$ cat config.mk
export PLATFORM = sky130hd
export DESIGN_NAME = pcg_clock_gen
export DESIGN_NICKNAME = d
export VERILOG_FILES = /design/src/hw/pcg_pkg.sv /design/src/hw/pcg_clk_switch.sv /design/src/hw/pcg_clock_gen.sv /design/src/hw/pcg_xtal_loss.sv
export SDC_FILE = /design/constraint.sdc
export NUM_CORES = 1
export LEC_CHECK = 0
export BUFFER_PORTS_ARGS = -buffer_cell sky130_fd_sc_hd__buf_2
export CELL_PAD_IN_SITES_DETAIL_PLACEMENT = 1
export CELL_PAD_IN_SITES_GLOBAL_PLACEMENT = 1
export CORE_ASPECT_RATIO = 0.8
export CORE_UTILIZATION = 46
export CTS_CLUSTER_SIZE = 30
export DETAILED_ROUTE_END_ITERATION = 7
export HOLD_SLACK_MARGIN = 0.1
export MAX_ROUTING_LAYER = met4
export PLACE_DENSITY = 0.8
export SLEW_MARGIN = 5
export SYNTH_ARGS = -nofsm -noshare
export SYNTH_HDL_FRONTEND = slang
export SYNTH_SLANG_ARGS = --single-unit
export TNS_END_PERCENT = 50
$ cat constraint.sdc
create_clock -name ref_clk -period 3.9 [get_ports ref_clk]
set_input_delay 0.195 -clock ref_clk [delete_from_list [all_inputs] [get_ports ref_clk]]
set_output_delay 0.195 -clock ref_clk [all_outputs]
set_load 0.005 [all_outputs]
$ cat src/hw/pcg_pkg.sv
package pcg_pkg;

    // Register indices on the two-bit register port
    localparam logic [1:0] PCG_OFS_CONTROL   = 2'h0;
    localparam logic [1:0] PCG_OFS_BANDWIDTH = 2'h1;
    localparam logic [1:0] PCG_OFS_PROGRAM   = 2'h2;

    // Control register fields
    localparam int PCG_CTL_IE_BIT   = 7;
    localparam int PCG_CTL_FLAG_BIT = 6;
    localparam int PCG_CTL_ON_BIT   = 5;
    localparam int PCG_CTL_BCS_BIT  = 4;
    localparam logic [3:0] PCG_CTL_LOW_FILL = 4'hF;

    // Bandwidth register fields
    localparam int PCG_BW_AUTO_BIT  = 7;
    localparam int PCG_BW_LOCK_BIT  = 6;
    localparam int PCG_BW_ACQ_BIT   = 5;
    localparam int PCG_BW_XLD_BIT   = 4;
    localparam logic [3:0] PCG_BW_LOW_FILL = 4'h0;

    // Programming register fields
    localparam int PCG_PPG_MUL_LSB = 4;
    localparam int PCG_PPG_VRS_LSB = 0;

    // Reset values
    localparam logic       PCG_RST_ON   = 1'b1;
    localparam logic [3:0] PCG_RST_MUL  = 4'h6;
    localparam logic [3:0] PCG_RST_VRS  = 4'h6;

    // Timing counts, in source clock cycles
    localparam int PCG_SWITCH_HOLD = 3;
    localparam int PCG_XLD_FACTOR  = 4;

    // Field value zero behaves as a multiplier of one
    function automatic logic [3:0] pcg_eff_mult(input logic [3:0] field);
        pcg_eff_mult = (field == 4'h0) ? 4'h1 : field;
    endfunction : pcg_eff_mult

endpackage : pcg_pkg

$ cat src/hw/pcg_clk_switch.sv
`timescale 1ns/100ps
module pcg_clk_switch #(
    parameter int HOLD_CYCLES = pcg_pkg::PCG_SWITCH_HOLD
) (
    input  wire logic ref_clk,
    input  wire logic rst_n,
    input  wire logic enable,
    input  wire logic sel_vco,
    input  wire logic x_rise,
    input  wire logic v_rise,
    input  wire logic v_run,
    output logic      base_clk,
    output logic      switching
);
    import pcg_pkg::*;

    if (HOLD_CYCLES < 1 || HOLD_CYCLES > 3) begin : g_bad_hold
        $error("HOLD_CYCLES must lie in 1..3");
    end

    localparam logic [1:0] HOLD = 2'(HOLD_CYCLES);

    typedef struct packed {
        logic       cur;
        logic [1:0] cnt_x;
        logic [1:0] cnt_v;
        logic       out;
    } pcg_sw_t;

    pcg_sw_t st;
    pcg_sw_t next_st;

    always_comb begin
        next_st = st;
        if (!enable) begin
            next_st = '0;
        end else if (sel_vco != st.cur) begin
            // Output frozen while the crystal and, if running, the VCO settle
            if (x_rise && st.cnt_x != HOLD) next_st.cnt_x = st.cnt_x + 2'h1;
            if (v_rise && st.cnt_v != HOLD) next_st.cnt_v = st.cnt_v + 2'h1;
            if (st.cnt_x == HOLD && (st.cnt_v == HOLD || !v_run)) begin
                next_st.cur   = sel_vco;
                next_st.cnt_x = 2'h0;
                next_st.cnt_v = 2'h0;
            end
        end else if (st.cur ? v_rise : x_rise) begin
            next_st.out = ~st.out;
        end
    end

    always_ff @(posedge ref_clk or negedge rst_n) begin
        if (!rst_n) st <= '0;
        else        st <= next_st;
    end

    assign base_clk  = st.out;
    assign switching = (st.cur != sel_vco);

endmodule : pcg_clk_switch

$ cat src/hw/pcg_clock_gen.sv
// How it works
// Interrupt enable is write-locked and reads zero in manual mode; reset clears.
// Any lock change sets the flag; flag with enable raises interrupt.
// Every read of the control register clears the lock-change flag; a lock change in the same cycle leaves it set.
// Flag reads zero in manual mode; reset clears it.
// Power-on bit resets set; clearing refused while base select is set.
// Base select cannot be set while the loop is powered off.
// After select changes, output holds for three cycles of each running source.
// Base clock is selected source halved; one means VCO, zero crystal.
// Reset and stop both clear the base select bit.
// Low four control bits always read back as ones.
// Bandwidth bit: one automatic, zero manual; reset clears.
// Lock bit follows detector in automatic mode, zero in manual.
// Acquisition bit is status in automatic, control in manual; resets zero.
// Manual acquisition value kept hidden during automatic mode, then restored.
// Writing one starts crystal test; later read shows one if lost.
// Crystal test works only with VCO selected, else reads zero.
// Software writes zeros to the bandwidth test bits.
// Multiplier field, zero treated as one, resets to six.
// Multiplier and range writes ignored while loop is powered.
// Range resets six; zero disables loop and forces crystal source.
// Software checks lock after interrupt and before selecting VCO.
// Oscillator enable low stops the clocks, crystal on resume; only clocks, interrupt and loop power go low, registers stay live.
// Interrupt is a level while flag and enable both set.
`timescale 1ns/100ps
module pcg_clock_gen (
    input  wire logic       ref_clk,
    input  wire logic       rst_n,
    input  wire logic [1:0] reg_addr,
    input  wire logic [7:0] reg_wdata,
    input  wire logic       reg_wr,
    input  wire logic       reg_rd,
    output logic      [7:0] reg_rdata,
    input  wire logic       crystal_tick,
    input  wire logic       vco_tick,
    input  wire logic       lock_detect_in,
    input  wire logic       track_detect_in,
    input  wire logic       oscillator_enable_in,
    input  wire logic       stop_exec,
    output logic            crystal_clock,
    output logic            vco_clock,
    output logic            base_clock_out,
    output logic            clockgen_interrupt,
    output logic            loop_power_on,
    output logic            auto_bandwidth,
    output logic            tracking_select,
    output logic      [3:0] feedback_multiplier,
    output logic      [3:0] vco_range_multiplier
);
    import pcg_pkg::*;

    typedef struct packed {
        logic       lock_irq_enable;
        logic       lock_change_flag;
        logic       loop_on;
        logic       base_clock_select;
        logic       auto_mode;
        logic       lock_state;
        logic       acq_manual;
        logic [3:0] mult;
        logic [3:0] range;
        logic       xclk;
        logic       vclk;
        logic [7:0] rdata;
        logic       irq;
        logic       pwr;
        logic       track;
        logic [3:0] mult_out;
        logic [3:0] range_out;
    } pcg_state_t;

    pcg_state_t st;
    pcg_state_t next_st;

    logic       osc_en;
    logic       range_ok;
    logic       vco_run;
    logic       x_rise;
    logic       v_rise;
    logic       wr_ctl;
    logic       wr_bw;
    logic       wr_ppg;
    logic       rd_ctl;
    logic       acq_view;
    logic       xld_start;
    logic       xld_lost;
    logic       base_clk;
    logic       switching;
    logic [7:0] ctl_view;
    logic [7:0] bw_view;
    logic [7:0] ppg_view;

    assign osc_en   = oscillator_enable_in;
    assign range_ok = (st.range != 4'h0);
    // Loop only runs when powered, range legal and oscillator enabled
    assign vco_run  = st.loop_on && range_ok && osc_en;
    assign x_rise   = osc_en && crystal_tick && !st.xclk;
    assign v_rise   = vco_run && vco_tick && !st.vclk;

    assign wr_ctl = reg_wr && (reg_addr == PCG_OFS_CONTROL);
    assign wr_bw  = reg_wr && (reg_addr == PCG_OFS_BANDWIDTH);
    assign wr_ppg = reg_wr && (reg_addr == PCG_OFS_PROGRAM);
    assign rd_ctl = reg_rd && (reg_addr == PCG_OFS_CONTROL);

    // status or control
    assign acq_view = st.auto_mode ? track_detect_in : st.acq_manual;

    // test starts on a one written
    assign xld_start = wr_bw && reg_wdata[PCG_BW_XLD_BIT];

    // control read view
    always_comb begin
        ctl_view                   = {4'h0, PCG_CTL_LOW_FILL};
        ctl_view[PCG_CTL_IE_BIT]   = st.auto_mode && st.lock_irq_enable;
        ctl_view[PCG_CTL_FLAG_BIT] = st.auto_mode && st.lock_change_flag;
        ctl_view[PCG_CTL_ON_BIT]   = st.loop_on;
        ctl_view[PCG_CTL_BCS_BIT]  = st.base_clock_select;
    end

    // bandwidth read view
    always_comb begin
        bw_view                  = {4'h0, PCG_BW_LOW_FILL};
        bw_view[PCG_BW_AUTO_BIT] = st.auto_mode;
        bw_view[PCG_BW_LOCK_BIT] = st.auto_mode && st.lock_state;
        bw_view[PCG_BW_ACQ_BIT]  = acq_view;
        bw_view[PCG_BW_XLD_BIT]  = st.base_clock_select && xld_lost;
    end

    always_comb begin
        ppg_view = 8'h00;
        ppg_view[PCG_PPG_MUL_LSB +: 4] = st.mult;
        ppg_view[PCG_PPG_VRS_LSB +: 4] = st.range;
    end

    always_comb begin
        next_st = st;

        // Register read data, valid in the cycle after the strobe only
        next_st.rdata = 8'h00;
        if (reg_rd) begin
            case (reg_addr)
                PCG_OFS_CONTROL:   next_st.rdata = ctl_view;
                PCG_OFS_BANDWIDTH: next_st.rdata = bw_view;
                PCG_OFS_PROGRAM:   next_st.rdata = ppg_view;
                default:           next_st.rdata = 8'h00;
            endcase
        end

        // Control register write
        if (wr_ctl) begin
            // enable locked in manual
            if (st.auto_mode) begin
                next_st.lock_irq_enable = reg_wdata[PCG_CTL_IE_BIT];
            end
            // clear refused under select
            if (reg_wdata[PCG_CTL_ON_BIT] || !st.base_clock_select) begin
                next_st.loop_on = reg_wdata[PCG_CTL_ON_BIT];
            end
            // select needs loop already on
            if (!reg_wdata[PCG_CTL_BCS_BIT]) begin
                next_st.base_clock_select = 1'b0;
            end else if (st.loop_on && range_ok) begin
                next_st.base_clock_select = 1'b1;
            end
        end

        // bandwidth write; hidden copy kept in automatic mode
        if (wr_bw) begin
            next_st.auto_mode = reg_wdata[PCG_BW_AUTO_BIT];
            if (!st.auto_mode) begin
                next_st.acq_manual = reg_wdata[PCG_BW_ACQ_BIT];
            end
        end

        // programming frozen while powered
        if (wr_ppg && !st.loop_on) begin
            next_st.mult  = reg_wdata[PCG_PPG_MUL_LSB +: 4];
            next_st.range = reg_wdata[PCG_PPG_VRS_LSB +: 4];
        end

        // zero range forces crystal source
        if (!range_ok) begin
            next_st.base_clock_select = 1'b0;
        end

        // stop returns to crystal
        if (stop_exec || !osc_en) begin
            next_st.base_clock_select = 1'b0;
        end

        // lock only meaningful in automatic mode
        next_st.lock_state = st.auto_mode ? lock_detect_in : 1'b0;

        // read clears flag; a change in the same cycle wins
        if (rd_ctl) begin
            next_st.lock_change_flag = 1'b0;
        end
        // set on every lock toggle
        if (st.auto_mode && next_st.lock_state != st.lock_state) begin
            next_st.lock_change_flag = 1'b1;
        end
        // flag and enable dropped in manual mode
        if (!st.auto_mode) begin
            next_st.lock_change_flag = 1'b0;
            next_st.lock_irq_enable  = 1'b0;
        end

        // source clocks halted while oscillator disabled
        if (!osc_en) begin
            next_st.xclk = 1'b0;
        end else if (crystal_tick) begin
            next_st.xclk = ~st.xclk;
        end
        if (!vco_run) begin
            next_st.vclk = 1'b0;
        end else if (vco_tick) begin
            next_st.vclk = ~st.vclk;
        end

        // level request, held low in stop
        next_st.irq = osc_en && st.auto_mode && st.lock_irq_enable
                      && next_st.lock_change_flag;

        // Analog controls
        next_st.pwr       = vco_run;
        next_st.track     = acq_view;
        // zero multiplier treated as one
        next_st.mult_out  = pcg_eff_mult(st.mult);
        next_st.range_out = st.range;
    end

    always_ff @(posedge ref_clk or negedge rst_n) begin
        if (!rst_n) begin
            st           <= '0;
            st.loop_on   <= PCG_RST_ON;
            st.mult      <= PCG_RST_MUL;
            st.range     <= PCG_RST_VRS;
            st.mult_out  <= PCG_RST_MUL;
            st.range_out <= PCG_RST_VRS;
        end else begin
            st <= next_st;
        end
    end

    // glitch-free halving switch
    pcg_clk_switch #(
        .HOLD_CYCLES (PCG_SWITCH_HOLD)
    ) u_switch (
        .ref_clk   (ref_clk),
        .rst_n     (rst_n),
        .enable    (osc_en),
        .sel_vco   (st.base_clock_select),
        .x_rise    (x_rise),
        .v_rise    (v_rise),
        .v_run     (vco_run),
        .base_clk  (base_clk),
        .switching (switching)
    );

    // crystal loss test
    pcg_xtal_loss #(
        .FACTOR (PCG_XLD_FACTOR)
    ) u_xloss (
        .ref_clk (ref_clk),
        .rst_n   (rst_n),
        .armed   (st.base_clock_select),
        .start   (xld_start),
        .x_rise  (x_rise),
        .v_rise  (v_rise),
        .mult    (st.mult),
        .lost    (xld_lost)
    );

    assign reg_rdata            = st.rdata;
    assign crystal_clock        = st.xclk;
    assign vco_clock            = st.vclk;
    assign base_clock_out       = base_clk;
    assign clockgen_interrupt   = st.irq;
    assign loop_power_on        = st.pwr;
    assign auto_bandwidth       = st.auto_mode;
    assign tracking_select      = st.track;
    assign feedback_multiplier  = st.mult_out;
    assign vco_range_multiplier = st.range_out;

endmodule : pcg_clock_gen

$ cat src/hw/pcg_xtal_loss.sv
`timescale 1ns/100ps
module pcg_xtal_loss #(
    parameter int FACTOR = pcg_pkg::PCG_XLD_FACTOR
) (
    input  wire logic       ref_clk,
    input  wire logic       rst_n,
    input  wire logic       armed,
    input  wire logic       start,
    input  wire logic       x_rise,
    input  wire logic       v_rise,
    input  wire logic [3:0] mult,
    output logic            lost
);
    import pcg_pkg::*;

    if (FACTOR < 1 || FACTOR > 4) begin : g_bad_factor
        $error("FACTOR must lie in 1..4");
    end

    typedef struct packed {
        logic       flag;
        logic       active;
        logic [5:0] cnt;
    } pcg_xl_t;

    pcg_xl_t    st;
    pcg_xl_t    next_st;
    logic [5:0] window;

    always_comb begin
        window  = 6'(FACTOR) * {2'h0, pcg_eff_mult(mult)};
        next_st = st;
        if (!armed) begin
            next_st = '0;
        end else if (start) begin
            next_st.flag   = 1'b1;
            next_st.active = 1'b1;
            next_st.cnt    = 6'h00;
        end else if (st.active) begin
            // Any crystal rising edge inside the window proves it alive
            if (x_rise) next_st.flag = 1'b0;
            if (v_rise) next_st.cnt = st.cnt + 6'h01;
            if (v_rise && st.cnt + 6'h01 >= window) next_st.active = 1'b0;
        end
    end

    always_ff @(posedge ref_clk or negedge rst_n) begin
        if (!rst_n) st <= '0;
        else        st <= next_st;
    end

    assign lost = st.flag;

endmodule : pcg_xtal_loss

# --- Word level (Yosys, flattened, before mapping) ---
# Cells that the tools add are included.
classes:
  n_eq_ne: 22
  n_mux: 32
  addsub: 3
  n_lt_le_gt_ge: 1
  bitwise_logic: 4
  n_reduce_logical: 45
op_table:
  columns: ["operator", "count"]
  rows:
  - ["two-way mux 8 bit", 4]
  - ["logical AND 1 bit", 24]
  - ["one-hot mux 8 bit (3 select lines)", 1]
  - ["two-way mux 1 bit", 19]
  - ["inequality test 3 x 1 -> 1 bit (second input constant)", 6]
  - ["AND reduction 2 bit", 9]
  - ["two-way mux 6 bit", 2]
  - ["two-way mux 5 bit", 2]
  - ["inequality test 2 bit (second input constant)", 5]
  - ["inequality test 2 x 1 -> 1 bit (second input constant)", 4]
  - ["adder 6 x 1 -> 6 bit (second input constant)", 1]
  - ["== test 2 bit (second input constant)", 3]
  - [">= comparator 6 bit", 1]
  - ["zero test 1 bit", 6]
  - ["two-way mux 2 bit", 3]
  - ["adder 2 x 1 -> 2 bit (second input constant)", 2]
  - ["zero test 4 bit", 1]
  - ["two-way mux 4 bit", 1]
  - ["inequality test 4 x 2 -> 1 bit (second input constant)", 1]
  - ["NOT 1 bit", 4]
  - ["nonzero test 4 bit", 1]
  - ["logical OR 1 bit", 3]
  - ["== test 2 x 1 -> 1 bit (second input constant)", 1]
  - ["zero test 2 bit", 1]
  - ["inequality test 1 bit", 2]
totals:
  output_inout_bits: 23
  register_bits: 50

# --- Logic depth before layout (Yosys ltp) ---
logic_depth:
  word_depth: 10
  depth_mapped: 7

# --- Modules after synthesis ---
# From an unflattened synthesis, not the netlist that was laid out.
unflattened:
  cells_unflattened: 220
  area_unflattened_um2: 2454.9
modules_own_cells:
  columns: ["module", "n_inst", "area_each_um2", "cells_each"]
  rows:
  - ["pcg_clock_gen", 1, 1589.0, 130]
  - ["pcg_xtal_loss", 1, 524.3, 56]
  - ["pcg_clk_switch", 1, 341.6, 34]

# --- Worst setup path after synthesis ---
# No wires, ideal clock.
synth_path:
  path_kind: "register -> register"
  from: "register ppg_view[6] (netlist name)"
  to: "register u_xloss.st[6] (netlist bit)"
  slack_ps: 2235
  arrival_time_ps: 1544
  required_time_ps: 3779
  setup_ps: 121
  path_stages_with_launch: 8
  synth_period_minus_slack_ps: 1665
  path_cell_list: "dfstp_2 -> inv_1 -> a31o_2 -> ha_1 -> nand2_1 -> a21boi_0 -> o211ai_1 -> a22o_1"
synth_lines:
  columns: ["element", "line", "rtl"]
  rows:
  - ["to (signal assigned)", "pcg_xtal_loss.sv:49", "else st <= next_st;"]
  - ["to (decl)", "pcg_xtal_loss.sv:26", "pcg_xl_t st;"]

==> results_dict.tcl <==
set metrics [dict create \
    use_met3 0.0409 \
    post-route-drc-count 0 \
    core_region_area_sq_mm 0.00504 \
    clock.fmax_mhz 542 \
    r2r_setup_slack_ns 2.05 \
    rsz0062_at_grt "false" \
    placed_cells_incl_taps 314 \
    ys.warnings.count 0 \
    synth_cells 235 \
    grt.total_usage 0.212 \
    die_height_um 67.1 \
    timing.rr.start "ppg_view[6]$_DFFE_PN1P_" \
    slew_headroom 0.504 \
    cts_htree_levels 2 \
    fin_setup_tns_ns 0 \
    antenna_cells 0 \
    num-nets-final 288 \
    rr_endpoint "u_xloss.st[6]$_DFF_PN0_" \
    grt-ovfl-total 0 \
    cts_max_path_buffers 2 \
    setup.worst_path.class "reg2reg" \
    design.portCount 43 \
    reg2reg_depth 7 \
    clock_insertion_delay_worst_skew_ns 0.31 \
    yosys_register_bits 50 \
    finalCritPeriodShare 0.473 \
    synth.distinct_cells 45 \
    seq_area_frac_synth 0.519 \
    holdCritPathClass "in2reg" \
    power.ir.vdd_worst_v 0.000323 \
    grt_pass1_wl_um 8800 \
    mappedNetlistArea_sq_mm 0.00243 \
    hold_path_end "ppg_view[6]$_DFFE_PN1P_" \
    avgSynthCellArea_sq_um 10.4 \
    slew_viol_final 0 \
    wirelength_um 5400 \
    clkSlewWorstSetupHoldPaths_ns 0.09 \
    global_route.peak_usage_layer "met2" \
    drt-vias-per-instance 5.45 \
    grt_pass1_vias 1785 \
    postLayoutCellArea_sq_mm 0.00266 \
    initial_core_utilization 0.483 \
    finClkSkew_ns 0.0118 \
    synth-async-reset-ratio 1.00 \
    power_dens_cells_mw_per_mm2 423 \
    tritoncts_buffers 5 \
    final-instance-count-excl-fill 322 \
    placed_cell_area_sq_mm 0.00257 \
    root_buffer "clkbuf_8" \
    clkSinkCount 50 \
    area_growth_syn_to_layout_pct 9.41 \
    tightest_slew_ns 0.738 \
    via_count 1756 \
    synth_largest_area_cell "dfrtp_1" \
    max_cap_viol_count 0 \
    cp_data_required_time_ns 4.09 \
    worst-endpoint-arrival_ns 2.04 \
    result_of_the_run "completed" \
    largest_net_degree_at_the_start_of_global_routing 51 \
    syn_nets 263 \
    grt_use_met2 0.359 \
    die_width_um 83.3 \
    power.static_leakage_nw 1.27 \
    detailedPlacementHpwl_um 3920 \
    synth.top_cells.by_area "dfrtp_1, dfstp_2, buf_4" \
    grt_use_met1 0.266 \
    post-route-min-period_ns 1.85 \
    fill_cells 553 \
    global_placer_s_final_weighted_congestion 0.837 \
    whs_path_depth 3 \
    synth.cells.most_frequent "dfrtp_1, nand2_1, buf_4" \
    floorplan.rows 23 \
    synth-edff-count 0 \
    hold_start "reg_wdata[6]" \
    hold_viol 0 \
    cts_setup_buffers 0 \
    final_layout_size_suffix_gt1_frac 0.258 \
    worst_setup_path_end_kind "flip-flop" \
    grt_antenna_before_repair 0 \
    wl_per_cell_um 16.8 \
    drtIter0Drc 138 \
    io_buffer_count 42 \
    timing.critical_path.fanout_max 3 \
    post-synth-top-count-cell "dfrtp_1" \
    postSynth.topFlopCell "dfrtp_1" \
    tritoncts "built" \
    detailedRoute.firstPassIterationCount 4 \
    critical_path.startpoint_type "flip-flop" \
    floorplan.die_area_sq_mm 0.00559 \
    synth_largest_type_area_fraction 0.422 \
    drt.antenna.violating_nets 0 \
    timing.final.setup_violations 0 \
]
flip-flops by register name (all words and copies together), names as in the netlist:
signal and count:
auto_bandwidth 1, clockgen_interrupt 1, crystal_clock 1, ctl_view 2, feedback_multiplier 4, loop_power_on 1
next_st 4, ppg_view 4, reg_rdata 8, st 4, tracking_select 1, u_switch.base_clk 1
u_switch.st 5, u_xloss.lost 1, u_xloss.st 7, vco_clock 1, vco_range_multiplier 4
cells in the final DEF, fill, tap and decap left out, types with 4 or more instances in the layout:
cell type / n
buf_2: 42
dfrtp_1: 41
nand2_1: 21
o21ai_0: 15
a21oi_1: 14
inv_1: 10
nor2_1: 10
nand3_1: 9
dfstp_2: 9
ha_1: 8
xnor2_1: 6
nand2b_1: 5
nor2b_1: 5
clkbuf_8: 5
xor2_1: 4
mux2_2: 4
and2_1: 4
a21boi_0: 4
mux2i_1: 4
report_power, final:
| group | total [mW] | leakage, nW | internal, mW | switching (mW) |
|---|---|---|---|---|
| Sequential | 0.641 | 0.633 | 0.597 | 0.0445 |
| Clock | 0.303 | 0.0444 | 0.124 | 0.178 |
| Combinational | 0.183 | 0.589 | 0.0825 | 0.100 |
| Total | 1.13 | 1.27 | 0.804 | 0.323 |
worst max path at each step:
stage                               from  slack (ns)                 endpoint  cells after the start
6_report         ppg_view[6]$_DFFE_PN1P_        2.05  u_xloss.st[6]$_DFF_PN0_                      7
3_5_place_dp     ppg_view[6]$_DFFE_PN1P_        2.09  u_xloss.st[6]$_DFF_PN0_                      7
5_1_grt        u_xloss.st[1]$_DFFE_PN0P_        1.98  u_xloss.st[6]$_DFF_PN0_                      6
3_3_place_gp     ppg_view[6]$_DFFE_PN1P_        2.15  u_xloss.st[6]$_DFF_PN0_                      7
2_1_floorplan    ppg_view[6]$_DFFE_PN1P_        2.23  u_xloss.st[6]$_DFF_PN0_                      7
4_1_cts          ppg_view[6]$_DFFE_PN1P_        2.04  u_xloss.st[6]$_DFF_PN0_                      7
metal layers:
| layer | vias up | part of all wire |
|---|---|---|
| met2 | 40 | 0.49 |
| met5 | - | 0 |
| met4 | 0 | 0.011 |
| li1 | 837 | - |
| met1 | 873 | 0.46 |
| met3 | 6 | 0.043 |
area by class of cell:
class	count	area, sq um	area share
tap	62	77.6	0.0291
multi-input combinational	149	975	0.366
clock inverter	2	13.8	0.00517
clock buffer	5	68.8	0.0258
sequential	50	1260	0.474
timing repair buffer	44	228	0.0855
inverter	10	37.5	0.0141
worst max-delay path, cell delays in order (launching register included):
cell and delay, ns:
dfstp_2 0.57, inv_1 0.08, a31o_2 0.27, ha_1 0.27, nand2_1 0.05, a21boi_0 0.17
o211ai_1 0.11, a22o_1 0.22
timing repair:
item,CTS,global route
hold buffers,1,0
gates resized for setup,0,0
endpoints found under the hold margin,41,0
metrics by stage:
step / util / hold WS [ns] / power (mW) / setup slack [ns]
global placement: 0.510 / 0.335 / 0.822 / 2.15
finish: 0.529 / 0.108 / 1.13 / 2.05
CTS: 0.529 / 0.108 / 1.14 / 2.04
detailed placement: 0.510 / 0.341 / 0.835 / 2.09
global route: 0.529 / 0.117 / 1.18 / 1.98
floorplan: - / -0.101 / 0.775 / 2.23
cell families after synthesis:
family / synth area share
xor gates and xnor gates: 0.0360
AOI/OAI and AO/OA: 0.127
buffers and inverters: 0.0807
muxes: 0.0350
DFF: 0.519
adders and majority gates: 0.0411
and+or+nand+nor: 0.161
(Power assumes the default switching activity.)
